<file path="src/vts_pkg.sv">
// package for the measuring-input supervision block: settings layout,
// register offsets, reset values and timing constants
// assumes a 250 MHz clock and an AHB-Lite slave with 32-bit words
// Function
// - negseq voltage without negseq current: voltage failure
// - three-phase voltage loss, no current change: failure
// - voltage failure blocks voltage-dependent protection
// - phase or negseq overcurrent pickup prevents block
// - voltage supervision only while line is live
// - inhibit: poles dead, overcurrent, negseq current, change
// - response select: blocking output or alarm only
// - reset select: manual or automatic clearing
// - voltage alarm after configurable operate delay
// - phase voltage detectors use configurable pickup
// - current supervision enable gates block and alarm
// - zero-sequence current above threshold: current block
// - residual voltage above threshold inhibits current check
// - current alarm after configurable delay following block
package vts_pkg;
  // register byte offsets
  localparam logic [7:0] VTS_OFS_CTRL = 8'h00;
  localparam logic [7:0] VTS_OFS_VPICK = 8'h04;
  localparam logic [7:0] VTS_OFS_IPH = 8'h08;
  localparam logic [7:0] VTS_OFS_INEG = 8'h0C;
  localparam logic [7:0] VTS_OFS_VDLY = 8'h10;
  localparam logic [7:0] VTS_OFS_CIN = 8'h14;
  localparam logic [7:0] VTS_OFS_CVN = 8'h18;
  localparam logic [7:0] VTS_OFS_CDLY = 8'h1C;
  localparam logic [7:0] VTS_OFS_STAT = 8'h20;
  localparam logic [7:0] VTS_OFS_IRQ = 8'h24;
  localparam logic [7:0] VTS_OFS_MASK = 8'h28;
  localparam logic [7:0] VTS_OFS_CMD = 8'h2C;
  // control register fields
  localparam int VTS_CTRL_BLOCK_BIT = 0;
  localparam int VTS_CTRL_AUTO_BIT = 1;
  localparam int VTS_CTRL_CEN_BIT = 2;
  // reset values
  localparam logic [2:0] VTS_CTRL_RST = 3'h3;
  localparam logic [15:0] VTS_THR_RST = 16'h0000;
  localparam logic [31:0] VTS_DLY_RST = 32'h0000_0000;
  // current failure alarm delay guidance, in milliseconds
  localparam int VTS_CDLY_GUIDE_MS = 5000;
  // change window: one power cycle at 50 Hz, in microseconds
  localparam int VTS_CYCLE_US = 20000;
  localparam int VTS_CLK_MHZ = 250;
  localparam int VTS_CYCLE_CLKS = VTS_CYCLE_US * VTS_CLK_MHZ;
  // interrupt bits: vfail, valarm, cblock, calarm
  localparam int VTS_NIRQ = 4;
endpackage

</file>
<file path="src/vts_delay.sv">
// on-delay timer: output rises once input held for the set count
// assumes count settings from registers on the same clock
`timescale 1ns/1ps
module vts_delay
  import vts_pkg::*;
(
  // clock and reset
  input wire logic clock,
  input wire logic sys_rst,
  // condition and setting
  input wire logic cond,
  input wire logic [31:0] limit,
  // delayed output
  output logic done
);
  logic [31:0] cnt_ff;
  wire at_limit = (cnt_ff >= limit);
  // counter restarts whenever the condition drops
  always_ff @(posedge clock)
  begin
    if (sys_rst || !cond)
      cnt_ff <= VTS_DLY_RST;
    else if (!at_limit)
      cnt_ff <= cnt_ff + 32'h0000_0001;
  end
  assign done = cond && at_limit;
endmodule

</file>
<file path="src/vts_top.sv">
// voltage and current input supervision with an AHB-Lite register file
// assumes detector flags come from other clock domains and are synchronised
// here; magnitudes are sampled samples from the measuring chain
//
// The register addresses and the AHB-Lite register port were decided locally.
`timescale 1ns/1ps
module vts_top
  import vts_pkg::*;
#(
  parameter int CHANGE_CLKS = VTS_CYCLE_CLKS
)
(
  // clock and reset
  input wire logic clock,
  input wire logic sys_rst,
  // ahb-lite slave
  input wire logic hsel,
  input wire logic [31:0] haddr,
  input wire logic [1:0] htrans,
  input wire logic hwrite,
  input wire logic [2:0] hsize,
  input wire logic [31:0] hwdata,
  input wire logic hready,
  output logic [31:0] hrdata,
  output logic hreadyout,
  output logic hresp,
  // measured magnitudes: one voltage per phase, the largest phase current, and sequence quantities
  input wire logic [15:0] va_mag,
  input wire logic [15:0] vb_mag,
  input wire logic [15:0] vc_mag,
  input wire logic [15:0] iph_max_mag,
  input wire logic [15:0] ineg_mag,
  input wire logic [15:0] izero_mag,
  input wire logic [15:0] vzero_mag,
  // detector flags from relay logic
  input wire logic vneg_detect,
  input wire logic ineg_present,
  input wire logic all_poles_dead,
  // supervision outputs
  output logic vfail_block,
  output logic vfail_alarm,
  output logic cfail_block,
  output logic cfail_alarm,
  output logic irq
);
  localparam int CW = $clog2(CHANGE_CLKS + 1);
  localparam logic [CW-1:0] CHANGE_LAST = CW'(CHANGE_CLKS - 1);

  // registers
  logic [2:0] ctrl_ff;
  logic [15:0] vpick_ff, iph_ff, ineg_ff, cin_ff, cvn_ff;
  logic [31:0] vdly_ff, cdly_ff;
  logic [VTS_NIRQ-1:0] irq_ff, mask_ff;
  logic aphase_ff, awr_ff;
  logic [7:0] aaddr_ff;
  logic [31:0] hrdata_ff;
  // synchronisers
  logic [2:0] sync1_ff, sync2_ff;
  // change detection and latch state
  logic [CW-1:0] win_ff;
  logic [15:0] iref_ff;
  logic change_ff;
  logic vlatch_ff;
  logic vblk_ff, valm_ff, cblk_ff, calm_ff, irq_out_ff;
  logic vlatch_d, vdone, cdone;

  // two flops on each pin-level flag before any logic looks at it
  always_ff @(posedge clock)
  begin
    if (sys_rst)
    begin
      sync1_ff <= 3'h0;
      sync2_ff <= 3'h0;
    end
    else
    begin
      sync1_ff <= {all_poles_dead, ineg_present, vneg_detect};
      sync2_ff <= sync1_ff;
    end
  end
  wire vneg_s = sync2_ff[0];
  wire ineg_s = sync2_ff[1];
  wire dead_s = sync2_ff[2];

  // bus decode
  wire take = hsel && hready && htrans[1];
  wire wr_en = aphase_ff && awr_ff;
  wire rd_take = take && !hwrite;
  wire cmd_wr = wr_en && (aaddr_ff == VTS_OFS_CMD);
  wire stat_rd = rd_take && (haddr[7:0] == VTS_OFS_IRQ);

  // address phase capture; one-cycle data phase, no wait states
  always_ff @(posedge clock)
  begin
    if (sys_rst)
    begin
      aphase_ff <= 1'b0;
      awr_ff <= 1'b0;
      aaddr_ff <= 8'h00;
    end
    else
    begin
      aphase_ff <= take;
      awr_ff <= hwrite;
      aaddr_ff <= {haddr[7:2], 2'b00};
    end
  end

  // setting registers written in the data phase
  always_ff @(posedge clock)
  begin
    if (sys_rst)
    begin
      ctrl_ff <= VTS_CTRL_RST;
      vpick_ff <= VTS_THR_RST;
      iph_ff <= VTS_THR_RST;
      ineg_ff <= VTS_THR_RST;
      cin_ff <= VTS_THR_RST;
      cvn_ff <= VTS_THR_RST;
      vdly_ff <= VTS_DLY_RST;
      cdly_ff <= VTS_DLY_RST;
      mask_ff <= '0;
    end
    else if (wr_en)
    begin
      unique case (aaddr_ff)
        VTS_OFS_CTRL: ctrl_ff <= hwdata[2:0];
        VTS_OFS_VPICK: vpick_ff <= hwdata[15:0];
        VTS_OFS_IPH: iph_ff <= hwdata[15:0];
        VTS_OFS_INEG: ineg_ff <= hwdata[15:0];
        VTS_OFS_VDLY: vdly_ff <= hwdata;
        VTS_OFS_CIN: cin_ff <= hwdata[15:0];
        VTS_OFS_CVN: cvn_ff <= hwdata[15:0];
        VTS_OFS_CDLY: cdly_ff <= hwdata;
        VTS_OFS_MASK: mask_ff <= hwdata[VTS_NIRQ-1:0];
        default: ;
      endcase
    end
  end

  wire cfg_block = ctrl_ff[VTS_CTRL_BLOCK_BIT];
  wire cfg_auto = ctrl_ff[VTS_CTRL_AUTO_BIT];
  wire cfg_cen = ctrl_ff[VTS_CTRL_CEN_BIT];

  // phase-current change over one power cycle; the reference is
  // refreshed each window, so a step shows until the end of the next window
  wire win_end = (win_ff == CHANGE_LAST);
  wire cur_diff = (iph_max_mag != iref_ff);
  always_ff @(posedge clock)
  begin
    if (sys_rst)
    begin
      win_ff <= '0;
      iref_ff <= 16'h0000;
      change_ff <= 1'b0;
    end
    else if (win_end)
    begin
      win_ff <= '0;
      iref_ff <= iph_max_mag;
      change_ff <= cur_diff;
    end
    else
    begin
      win_ff <= win_ff + CW'(1);
      change_ff <= change_ff || cur_diff;
    end
  end

  // detector levels
  wire va_low = (va_mag < vpick_ff);
  wire vb_low = (vb_mag < vpick_ff);
  wire vc_low = (vc_mag < vpick_ff);
  wire all_v_lost = va_low && vb_low && vc_low;
  wire iph_pick = (iph_max_mag > iph_ff);
  wire ineg_pick = (ineg_mag > ineg_ff);

  // voltage supervision inhibit and failure decision
  wire v_inhibit = dead_s || iph_pick || ineg_pick || ineg_s
                   || change_ff;
  wire vneg_fail = vneg_s && !ineg_s;
  wire v3_fail = all_v_lost && !change_ff;
  wire v_cond = !v_inhibit && (vneg_fail || v3_fail);

  // manual reset holds the indication until a reset command
  wire vclr_cmd = cmd_wr && hwdata[0];
  assign vlatch_d = v_cond
                    || (vlatch_ff && !cfg_auto && !vclr_cmd);
  always_ff @(posedge clock)
  begin
    if (sys_rst)
      vlatch_ff <= 1'b0;
    else
      vlatch_ff <= vlatch_d;
  end

  vts_delay u_vdly (
    .clock(clock),
    .sys_rst(sys_rst),
    .cond(vlatch_ff),
    .limit(vdly_ff),
    .done(vdone)
  );

  // current supervision: residual voltage above setting inhibits
  wire c_inhibit = (vzero_mag > cvn_ff);
  wire c_cond = cfg_cen && !c_inhibit && (izero_mag > cin_ff);

  vts_delay u_cdly (
    .clock(clock),
    .sys_rst(sys_rst),
    .cond(cblk_ff),
    .limit(cdly_ff),
    .done(cdone)
  );

  // outputs registered; alarm-only mode keeps vfail_block low
  always_ff @(posedge clock)
  begin
    if (sys_rst)
    begin
      vblk_ff <= 1'b0;
      valm_ff <= 1'b0;
      cblk_ff <= 1'b0;
      calm_ff <= 1'b0;
    end
    else
    begin
      vblk_ff <= vlatch_ff && cfg_block;
      valm_ff <= vdone;
      cblk_ff <= c_cond;
      calm_ff <= cdone && cfg_cen;
    end
  end

  // sticky events; a read clears, but a new event in that cycle wins
  wire [VTS_NIRQ-1:0] ev = {cdone && cfg_cen, c_cond, vdone, vlatch_ff};
  always_ff @(posedge clock)
  begin
    if (sys_rst)
      irq_ff <= '0;
    else if (stat_rd)
      irq_ff <= ev;
    else
      irq_ff <= irq_ff | ev;
  end
  always_ff @(posedge clock)
  begin
    if (sys_rst)
      irq_out_ff <= 1'b0;
    else
      irq_out_ff <= |(irq_ff & mask_ff);
  end

  // read mux, answered in the data phase that follows the address
  wire [31:0] stat_word = {28'h000_0000, cblk_ff, calm_ff, valm_ff,
                           vlatch_ff};
  logic [31:0] rd_mux;
  always_comb
  begin
    unique case (haddr[7:0] & 8'hFC)
      VTS_OFS_CTRL: rd_mux = {29'h0000_0000, ctrl_ff};
      VTS_OFS_VPICK: rd_mux = {16'h0000, vpick_ff};
      VTS_OFS_IPH: rd_mux = {16'h0000, iph_ff};
      VTS_OFS_INEG: rd_mux = {16'h0000, ineg_ff};
      VTS_OFS_VDLY: rd_mux = vdly_ff;
      VTS_OFS_CIN: rd_mux = {16'h0000, cin_ff};
      VTS_OFS_CVN: rd_mux = {16'h0000, cvn_ff};
      VTS_OFS_CDLY: rd_mux = cdly_ff;
      VTS_OFS_STAT: rd_mux = stat_word;
      VTS_OFS_IRQ: rd_mux = {28'h000_0000, irq_ff};
      VTS_OFS_MASK: rd_mux = {28'h000_0000, mask_ff};
      default: rd_mux = 32'h0000_0000;
    endcase
  end
  always_ff @(posedge clock)
  begin
    if (sys_rst)
      hrdata_ff <= 32'h0000_0000;
    else if (rd_take)
      hrdata_ff <= rd_mux;
  end

  assign hrdata = hrdata_ff;
  assign hreadyout = 1'b1;
  assign hresp = 1'b0;
  assign vfail_block = vblk_ff;
  assign vfail_alarm = valm_ff;
  assign cfail_block = cblk_ff;
  assign cfail_alarm = calm_ff;
  assign irq = irq_out_ff;
endmodule

</file>
<file path="config.mk">
export PLATFORM = sky130hd
export DESIGN_NAME = vts_top
export DESIGN_NICKNAME = d
export VERILOG_FILES = /design/src/vts_pkg.sv /design/src/vts_delay.sv /design/src/vts_top.sv
export SDC_FILE = /design/constraint.sdc
export NUM_CORES = 1
export LEC_CHECK = 0
export BUFFER_PORTS_ARGS = -buffer_cell sky130_fd_sc_hd__buf_2
export CAP_MARGIN = 25
export CORE_MARGIN = 2
export CORE_UTILIZATION = 35
export DETAILED_ROUTE_END_ITERATION = 10
export HOLD_SLACK_MARGIN = 0.02
export SYNTH_ARGS = -nofsm -noshare
export SYNTH_HDL_FRONTEND = slang
export SYNTH_SLANG_ARGS = --single-unit
</file>
<file path="constraint.sdc">
create_clock -name clock -period 4.9 [get_ports clock]
set_clock_uncertainty 0.15 [all_clocks]
set_input_delay 0.735 -clock clock [delete_from_list [all_inputs] [get_ports clock]]
set_output_delay 0.735 -clock clock [all_outputs]
set_load 0.005 [all_outputs]
</file>
==> flow_metrics.env, run 1 <==
export IMPL_post_route_cells_drive_above_1_share_pct=12.4
export IMPL_synthMuxAreaShare_pct=3.66
export IMPL_final_instance_count_excl_fill=2958
export IMPL_port_buffers=197
export IMPL_worst_slew_margin_rel_pct=31.3
export IMPL_worst_ir_drop_vdd_mv=0.175
export IMPL_power_report_internal_total_mw=4.39
export IMPL_asyncSetResetFlopFracSynth_pct=0
export IMPL_die_width_um=226
export IMPL_timing_critical_path_from_type="flip-flop"
export IMPL_viasPerCell=5.41
export IMPL_largest_net_degree_at_the_start_of_global_routing=94
export IMPL_detailedPlacementHpwl_um=40300
export IMPL_synth_ff_type="dfxtp_1"
export IMPL_arr_time_crit_path_ns=4.02
export IMPL_timing_hold_worst_class="input pin to flip-flop"
export IMPL_swShare_pct=23.4
export IMPL_globalRouteOverflowTotal=0
export IMPL_nFillCells=4877
export IMPL_detailroute_via_count=16007
export IMPL_yosysWarnings=0
export IMPL_cts_buffers=37
export IMPL_largest_delay_share_family_worst_path="simple AND/OR/NAND/NOR gates"
export IMPL_clock_power_share_pct=49.7
export IMPL_synthToLayoutAreaGrowth_pct=16.2
export IMPL_dpl_cell_count=2890
export IMPL_compound_cell_area_share_of_the_yosys_netlist_pct=16.4
export IMPL_grt_use_total_pct=21.2
export IMPL_crit_chain="inv_1 > ha_1 > nand2b_1 > a2111o_1 > a32o_1 > o211ai_2 > nand4_1 > or4_1 > a21oi_1"
export IMPL_synth_adder_area_share_pct=12.8
export IMPL_floorplan_initialDensity_pct=35.3
export IMPL_area_of_the_multi_input_gates_sq_um=9960
export IMPL_drt_initial_drc_count=1360
export IMPL_finalSetupViolCount=0
export IMPL_drcViolationCount=0
export IMPL_postRouteAntennaNets=0
export IMPL_yosys_area_share_simple_pct=22.0
export IMPL_postSynthAreaPerCell_sq_um=7.96
export IMPL_post_route_util_pct=41.0
export IMPL_placeableCoreArea_sq_um=48600
export IMPL_mapped_area_sq_um=17200
export IMPL_final_seq_area_sq_um=6230
export IMPL_worst_slew_pin_transition_ns=1.03
export IMPL_routed_wire_length_per_instance_um=18.4
export IMPL_route_final_wire_length_um=54400
export IMPL_total_leakage_power_nw=7.70
export IMPL_die_h_um=226
export IMPL_power_per_cell_area_nw_per_um2=287
export IMPL_fp_dieArea_sq_um=50900
export IMPL_clock_tree_htree_level_count=2
export IMPL_post_dp_cell_area_sq_um=18700
export IMPL_rsz0062_at_grt="no"
export IMPL_critPathRequiredTime_ns=5.23
export IMPL_critPathKind="flip-flop to flip-flop"
export IMPL_cts_resized=0
export IMPL_worst_path_max_delay_cell="nand4_1"
export IMPL_fin_ws_ns=1.21
export IMPL_post_cts_setup_buffer_count=0
export IMPL_report_final_slew_viol_count=0
export IMPL_synth_seq_cells=311
export IMPL_ctsRootBufferMaster="clkbuf_16"
export IMPL_placementRows=81
export IMPL_fin_crit_ns=3.69
export IMPL_synth_seq_area_share_pct=36.2
export IMPL_timing_final_crit_share_pct=75.3
export IMPL_yosysUniqueCellTypes=76
export IMPL_globalplace_congestion=0.875
export IMPL_synth_top_family_by_area="simple AND/OR/NAND/NOR gates"
export IMPL_layout_nets=2675
export IMPL_max_clock_path_buffers=3
export IMPL_p_sw_mw=1.34
export IMPL_postLayoutCellArea_sq_um=20000
export IMPL_post_cts_hold_buffer_count=0
export IMPL_design_power_total_mw=5.73
export IMPL_synth_edff_count=0
export IMPL_cts_sink_count=311
export IMPL_syn_num_nets=2523
export IMPL_drt_pass1_iter_count=6
export IMPL_wire_length_of_the_first_global_routing_pass_um=84600
export IMPL_dp_worst_setup_slack_ns=1.29
export IMPL_timing_hold_violations_final=0
export IMPL_cell_count_after_synthesis=2158
export IMPL_worstSetupEndpointType="flip-flop"
export IMPL_clock_insertion_delay_worst_skew_ns=0.55
export IMPL_sequentialPowerShare_pct=44.5
export IMPL_tritoncts="done"
export IMPL_fin_setup_tns_ns=0
export IMPL_path_max_fanout=21
export IMPL_max_cap_violations=0
export IMPL_antenna_found_initial=2
export IMPL_max_freq_ghz=0.271
export IMPL_power_combinational_fraction_pct=5.8
export IMPL_timing_critical_path_buf_inv=1
export IMPL_finalHoldWorstSlack_ns=0.275
export IMPL_run_status="complete, no violations"
export IMPL_path_clk_slew_ns=0.06
export IMPL_synth_xor_area_share_pct=3.01
export IMPL_io_pins=228
export IMPL_timing_critical_path_slowest_cell_delay_ns=0.73
export IMPL_grt_pass1_vias=15417
[cell usage in the layout, fill, tap and decap left out, types with 43 or more instances in the layout]
| cell type | count |
|---|---|
| nand2_1 | 338 |
| dfxtp_1 | 311 |
| a21oi_1 | 231 |
| nor2_1 | 202 |
| buf_2 | 196 |
| ha_1 | 176 |
| inv_1 | 168 |
| o21ai_0 | 71 |
| mux2i_1 | 55 |
| nand3_1 | 53 |
| nand4_1 | 43 |
[routing by layer]
layer / vias up / share of wire [%] / routed length (um) / global-route usage, %
li1: 7804 / - / - / -
met1: 7585 / 45 / 24600 / 28.3
met5: - / 0 / 0 / 0
met3: 106 / 5.7 / 3120 / 3.05
met2: 512 / 46 / 25000 / 35.1
met4: 0 / 3.0 / 1660 / 7.39
[synth_stat cells (4+ instances only)]
library cell / number / share of area [%]
nand2_1: 338 / 7.4
dfxtp_1: 311 / 36
a21oi_1: 231 / 6.7
nor2_1: 203 / 4.4
ha_1: 176 / 13
inv_1: 168 / 3.7
clkbuf_1: 86 / 1.9
o21ai_0: 71 / 2.1
mux2i_1: 55 / 3.2
nand3_1: 53 / 1.5
nand4_1: 43 / 1.6
a22oi_1: 38 / 1.7
nor3_1: 34 / 0.99
xor2_1: 34 / 1.7
xnor2_1: 25 / 1.3
nor2b_1: 24 / 0.87
a221oi_1: 23 / 1.2
nor4_1: 22 / 0.80
or3_1: 22 / 0.80
and3_1: 21 / 0.76
a21o_1: 19 / 0.83
a211oi_1: 15 / 0.66
o21a_1: 15 / 0.66
nand2b_1: 11 / 0.40
and2_1: 9 / 0.33
or4_1: 8 / 0.35
and4_1: 7 / 0.36
o31ai_1: 7 / 0.31
buf_1: 6 / 0.13
o211ai_1: 6 / 0.26
o22ai_1: 5 / 0.18
a31oi_1: 4 / 0.15
buf_2: 4 / 0.12
nor3b_1: 4 / 0.17
nor4b_1: 4 / 0.20
[path summary, 6_finish.rpt]
kind | depth (start not counted) | start | to | slack [ns]
setup reg to reg | 9 | u_cdly.cnt_ff[0] | u_cdly.cnt_ff[27] | 1.21
hold / removal | 2 | vneg_detect | sync1_ff[0] | 0.28
setup / recovery | 9 | u_cdly.cnt_ff[0] | u_cdly.cnt_ff[27] | 1.21
hold reg to reg | 1 | sync1_ff[0] | sync2_ff[0] | 0.29
[flip-flops by register name (all words and copies together), names as in the netlist, 4 cells and up]
name           flops
aaddr_ff           6
cdly_ff           32
cin_ff            16
cvn_ff            16
hrdata            32
ineg_ff           16
iph_ff            16
iref_ff           16
irq_ff             4
mask_ff            4
u_cdly.cnt_ff     32
u_vdly.cnt_ff     32
vdly_ff           32
vpick_ff          16
win_ff            23
[cell families after synthesis]
logic type / Yosys count
other: 2
XOR/XNOR: 59
buffers and inverters: 266
adder cells (fa/ha/maj): 176
multiplexers: 59
AND/OR/NAND/NOR: 819
AO/OA/AOI/OAI: 466
flip-flops: 311
[area by class of cell]
| class | count | share of cell area (%) |
|---|---|---|
| inverters | 168 | 3.16 |
| diodes | 2 | 0.0251 |
| clock inverters | 15 | 0.927 |
| repair buffers | 211 | 5.67 |
| multi-input cells | 1581 | 49.9 |
| clock buffers | 48 | 5.26 |
| well taps | 622 | 3.90 |
| flip-flops and latches | 311 | 31.2 |
[power by group through the flow]
stage / Sequential, mW / Combinational [mW] / Clock, mW
floorplan: 2.60 / 0.170 / 0
global placement: 2.61 / 0.318 / 0
detailed placement: 2.61 / 0.329 / 0
CTS: 2.55 / 0.331 / 2.90
global route: 2.55 / 0.367 / 3.00
finish: 2.55 / 0.331 / 2.85
No activity file was read; power rests on OpenSTA's default activity.
==> run 2, diff against run 1 <==
==> constraint.sdc (replaced) <==
create_clock -name clock -period 3.4 [get_ports clock]
set_clock_uncertainty 0.15 [all_clocks]
set_input_delay 0.51 -clock clock [delete_from_list [all_inputs] [get_ports clock]]
set_output_delay 0.51 -clock clock [all_outputs]
set_load 0.005 [all_outputs]
==> run 2 against run 1 <==
  * Design area is 0.86% higher
  * Critical path depth is the same
  * Global-route usage hardly changed
  * Total power rose by 44%
  * Count of clock-buffer cells in the layout increased by 2
  * Critical path type unchanged
  * Largest power group unchanged
==> flow_metrics.env, run 2 (same netlist as run 1, synthesis figures left out) <==
export IMPL_design_power_total_mw=8.26
export IMPL_die_width_um=226
export IMPL_critPathRequiredTime_ns=3.73
export IMPL_max_cap_violations=0
export IMPL_final_instance_count_excl_fill=2990
export IMPL_drcViolationCount=0
export IMPL_arr_time_crit_path_ns=3.41
export IMPL_floorplan_initialDensity_pct=35.3
export IMPL_regToRegEndpoint="u_cdly.cnt_ff[26]"
export IMPL_worst_ir_drop_vdd_mv=0.292
export IMPL_dp_worst_setup_slack_ns=0.372
export IMPL_postRouteAntennaNets=0
export IMPL_post_route_cells_drive_above_1_share_pct=13.3
export IMPL_globalplace_congestion=0.872
export IMPL_holdCritStartpoint="vneg_detect"
export IMPL_drt_initial_drc_count=1145
export IMPL_most_frequent_standard_cell_in_the_layout_excluding_fill_and_tap_cells="nand2_1"
export IMPL_worstSetupEndpointType="flip-flop"
export IMPL_layout_nets=2699
export IMPL_max_freq_ghz=0.324
export IMPL_hold_depth=2
export IMPL_placeableCoreArea_sq_um=48600
export IMPL_largest_net_degree_at_the_start_of_global_routing=71
export IMPL_post_dp_cell_area_sq_um=18900
export IMPL_clock_insertion_delay_worst_skew_ns=0.55
export IMPL_critPathKind="flip-flop to flip-flop"
export IMPL_fin_ws_ns=0.317
export IMPL_min_delay_worst_endpoint="sync1_ff[0]"
export IMPL_globalRouteOverflowTotal=0
export IMPL_route_final_wire_length_um=55000
export IMPL_routed_wire_length_per_instance_um=18.4
export IMPL_path_clk_slew_ns=0.06
export IMPL_wire_length_of_the_first_global_routing_pass_um=84200
export IMPL_path_max_fanout=8
export IMPL_max_clock_path_buffers=3
export IMPL_total_leakage_power_nw=7.80
export IMPL_grt_use_total_pct=21.3
export IMPL_critical_path_reg2reg_startpoint="cdly_ff[29]"
export IMPL_drt_pass1_iter_count=8
export IMPL_ctsRootBufferMaster="clkbuf_16"
export IMPL_timing_hold_worst_class="input pin to flip-flop"
export IMPL_reg2regPathDepth=9
export IMPL_viasPerCell=5.37
export IMPL_fp_dieArea_sq_um=50900
export IMPL_postLayoutCellArea_sq_um=20100
export IMPL_fin_crit_ns=3.08
export IMPL_antenna_found_initial=7
export IMPL_timing_hold_violations_final=0
export IMPL_timing_final_crit_share_pct=90.7
export IMPL_worst_slew_pin_transition_ns=1.03
export IMPL_fin_setup_tns_ns=0
export IMPL_die_h_um=226
export IMPL_synthToLayoutAreaGrowth_pct=17.2
export IMPL_power_per_cell_area_nw_per_um2=410
export IMPL_finalHoldWorstSlack_ns=0.0615
export IMPL_io_pins=228
export IMPL_tritoncts="done"
export IMPL_placementRows=81
export IMPL_post_route_util_pct=41.4
export IMPL_cts_sink_count=311
export IMPL_rsz0062_at_grt="no"
export IMPL_finalSetupViolCount=0
export IMPL_dpl_cell_count=2915
export IMPL_detailedPlacementHpwl_um=40900
export IMPL_port_buffers=197
export IMPL_timing_critical_path_from_type="flip-flop"
export IMPL_clock_tree_htree_level_count=2
export IMPL_cts_resized=0
export IMPL_cts_buffers=37
export IMPL_worst_slew_margin_rel_pct=31.4
export IMPL_ff2ff_setup_slack_ns=0.32
export IMPL_run_status="complete, no violations"
export IMPL_detailroute_via_count=16070
export IMPL_highest_count_cells_in_the_layout_ignoring_fill_and_taps="nand2_1 (338), dfxtp_1 (311), a21oi_1 (231), nor2_1 (202), buf_2 (196)"
export IMPL_report_final_slew_viol_count=0
export IMPL_grt_pass1_vias=15124
run 2: what timing repair did:
item                                    in CTS  in global routing
setup buffers                                0                  0
endpoints found under the setup margin       0                  0
endpoints found under the hold margin        2                  0
hold buffers                                 2                  0
run 2: per-layer routing:
layer  routed length [um]  vias to the layer above  GRT usage, %
li1                     -                     7867             -
met1                24500                     7534          28.0
met4                 2460                        0          10.1
met3                 3340                      125          3.69
met2                24700                      544          33.8
met5                    0                        -             0
run 2: report_power, final:
group | internal (mW) | switching (mW)
Sequential | 3.66 | 0.0159
Combinational | 0.193 | 0.299
Clock | 2.47 | 1.62
Total | 6.32 | 1.93
run 2: worst max-delay path: stages (launching register included):
cell and delay [ns]:
dfxtp_1 0.35, inv_1 0.05, ha_1 0.32, a21o_1 0.19
a21o_1 0.17, a221oi_1 0.46, o21a_1 0.35, nand3_1 0.32
or4_1 0.50, a21oi_1 0.15
run 2: cell type report:
cell class                      instances  area [sq um]
Inverter                              168           631
Clock buffer                           50          1090
Sequential cell                       311          6230
Fill cell                            4951         28500
Antenna cell                            9          22.5
Clock inverter                         14           158
Multi-Input combinational cell       1581          9950
Timing Repair Buffer                  235          1280
Tap cell                              622           778
run 2: how the worst max path moves through the flow:
stage | cells after the start | slack (ns) | start | endpoint
2_1_floorplan | 11 | 0.66 | u_cdly.cnt_ff[0] | u_cdly.cnt_ff[27]
3_3_place_gp | 9 | 0.44 | u_cdly.cnt_ff[0] | u_cdly.cnt_ff[26]
3_5_place_dp | 9 | 0.37 | u_cdly.cnt_ff[0] | u_cdly.cnt_ff[26]
4_1_cts | 9 | 0.36 | cdly_ff[29] | u_cdly.cnt_ff[19]
5_1_grt | 9 | 0.13 | cdly_ff[29] | u_cdly.cnt_ff[19]
6_report | 9 | 0.32 | cdly_ff[29] | u_cdly.cnt_ff[26]
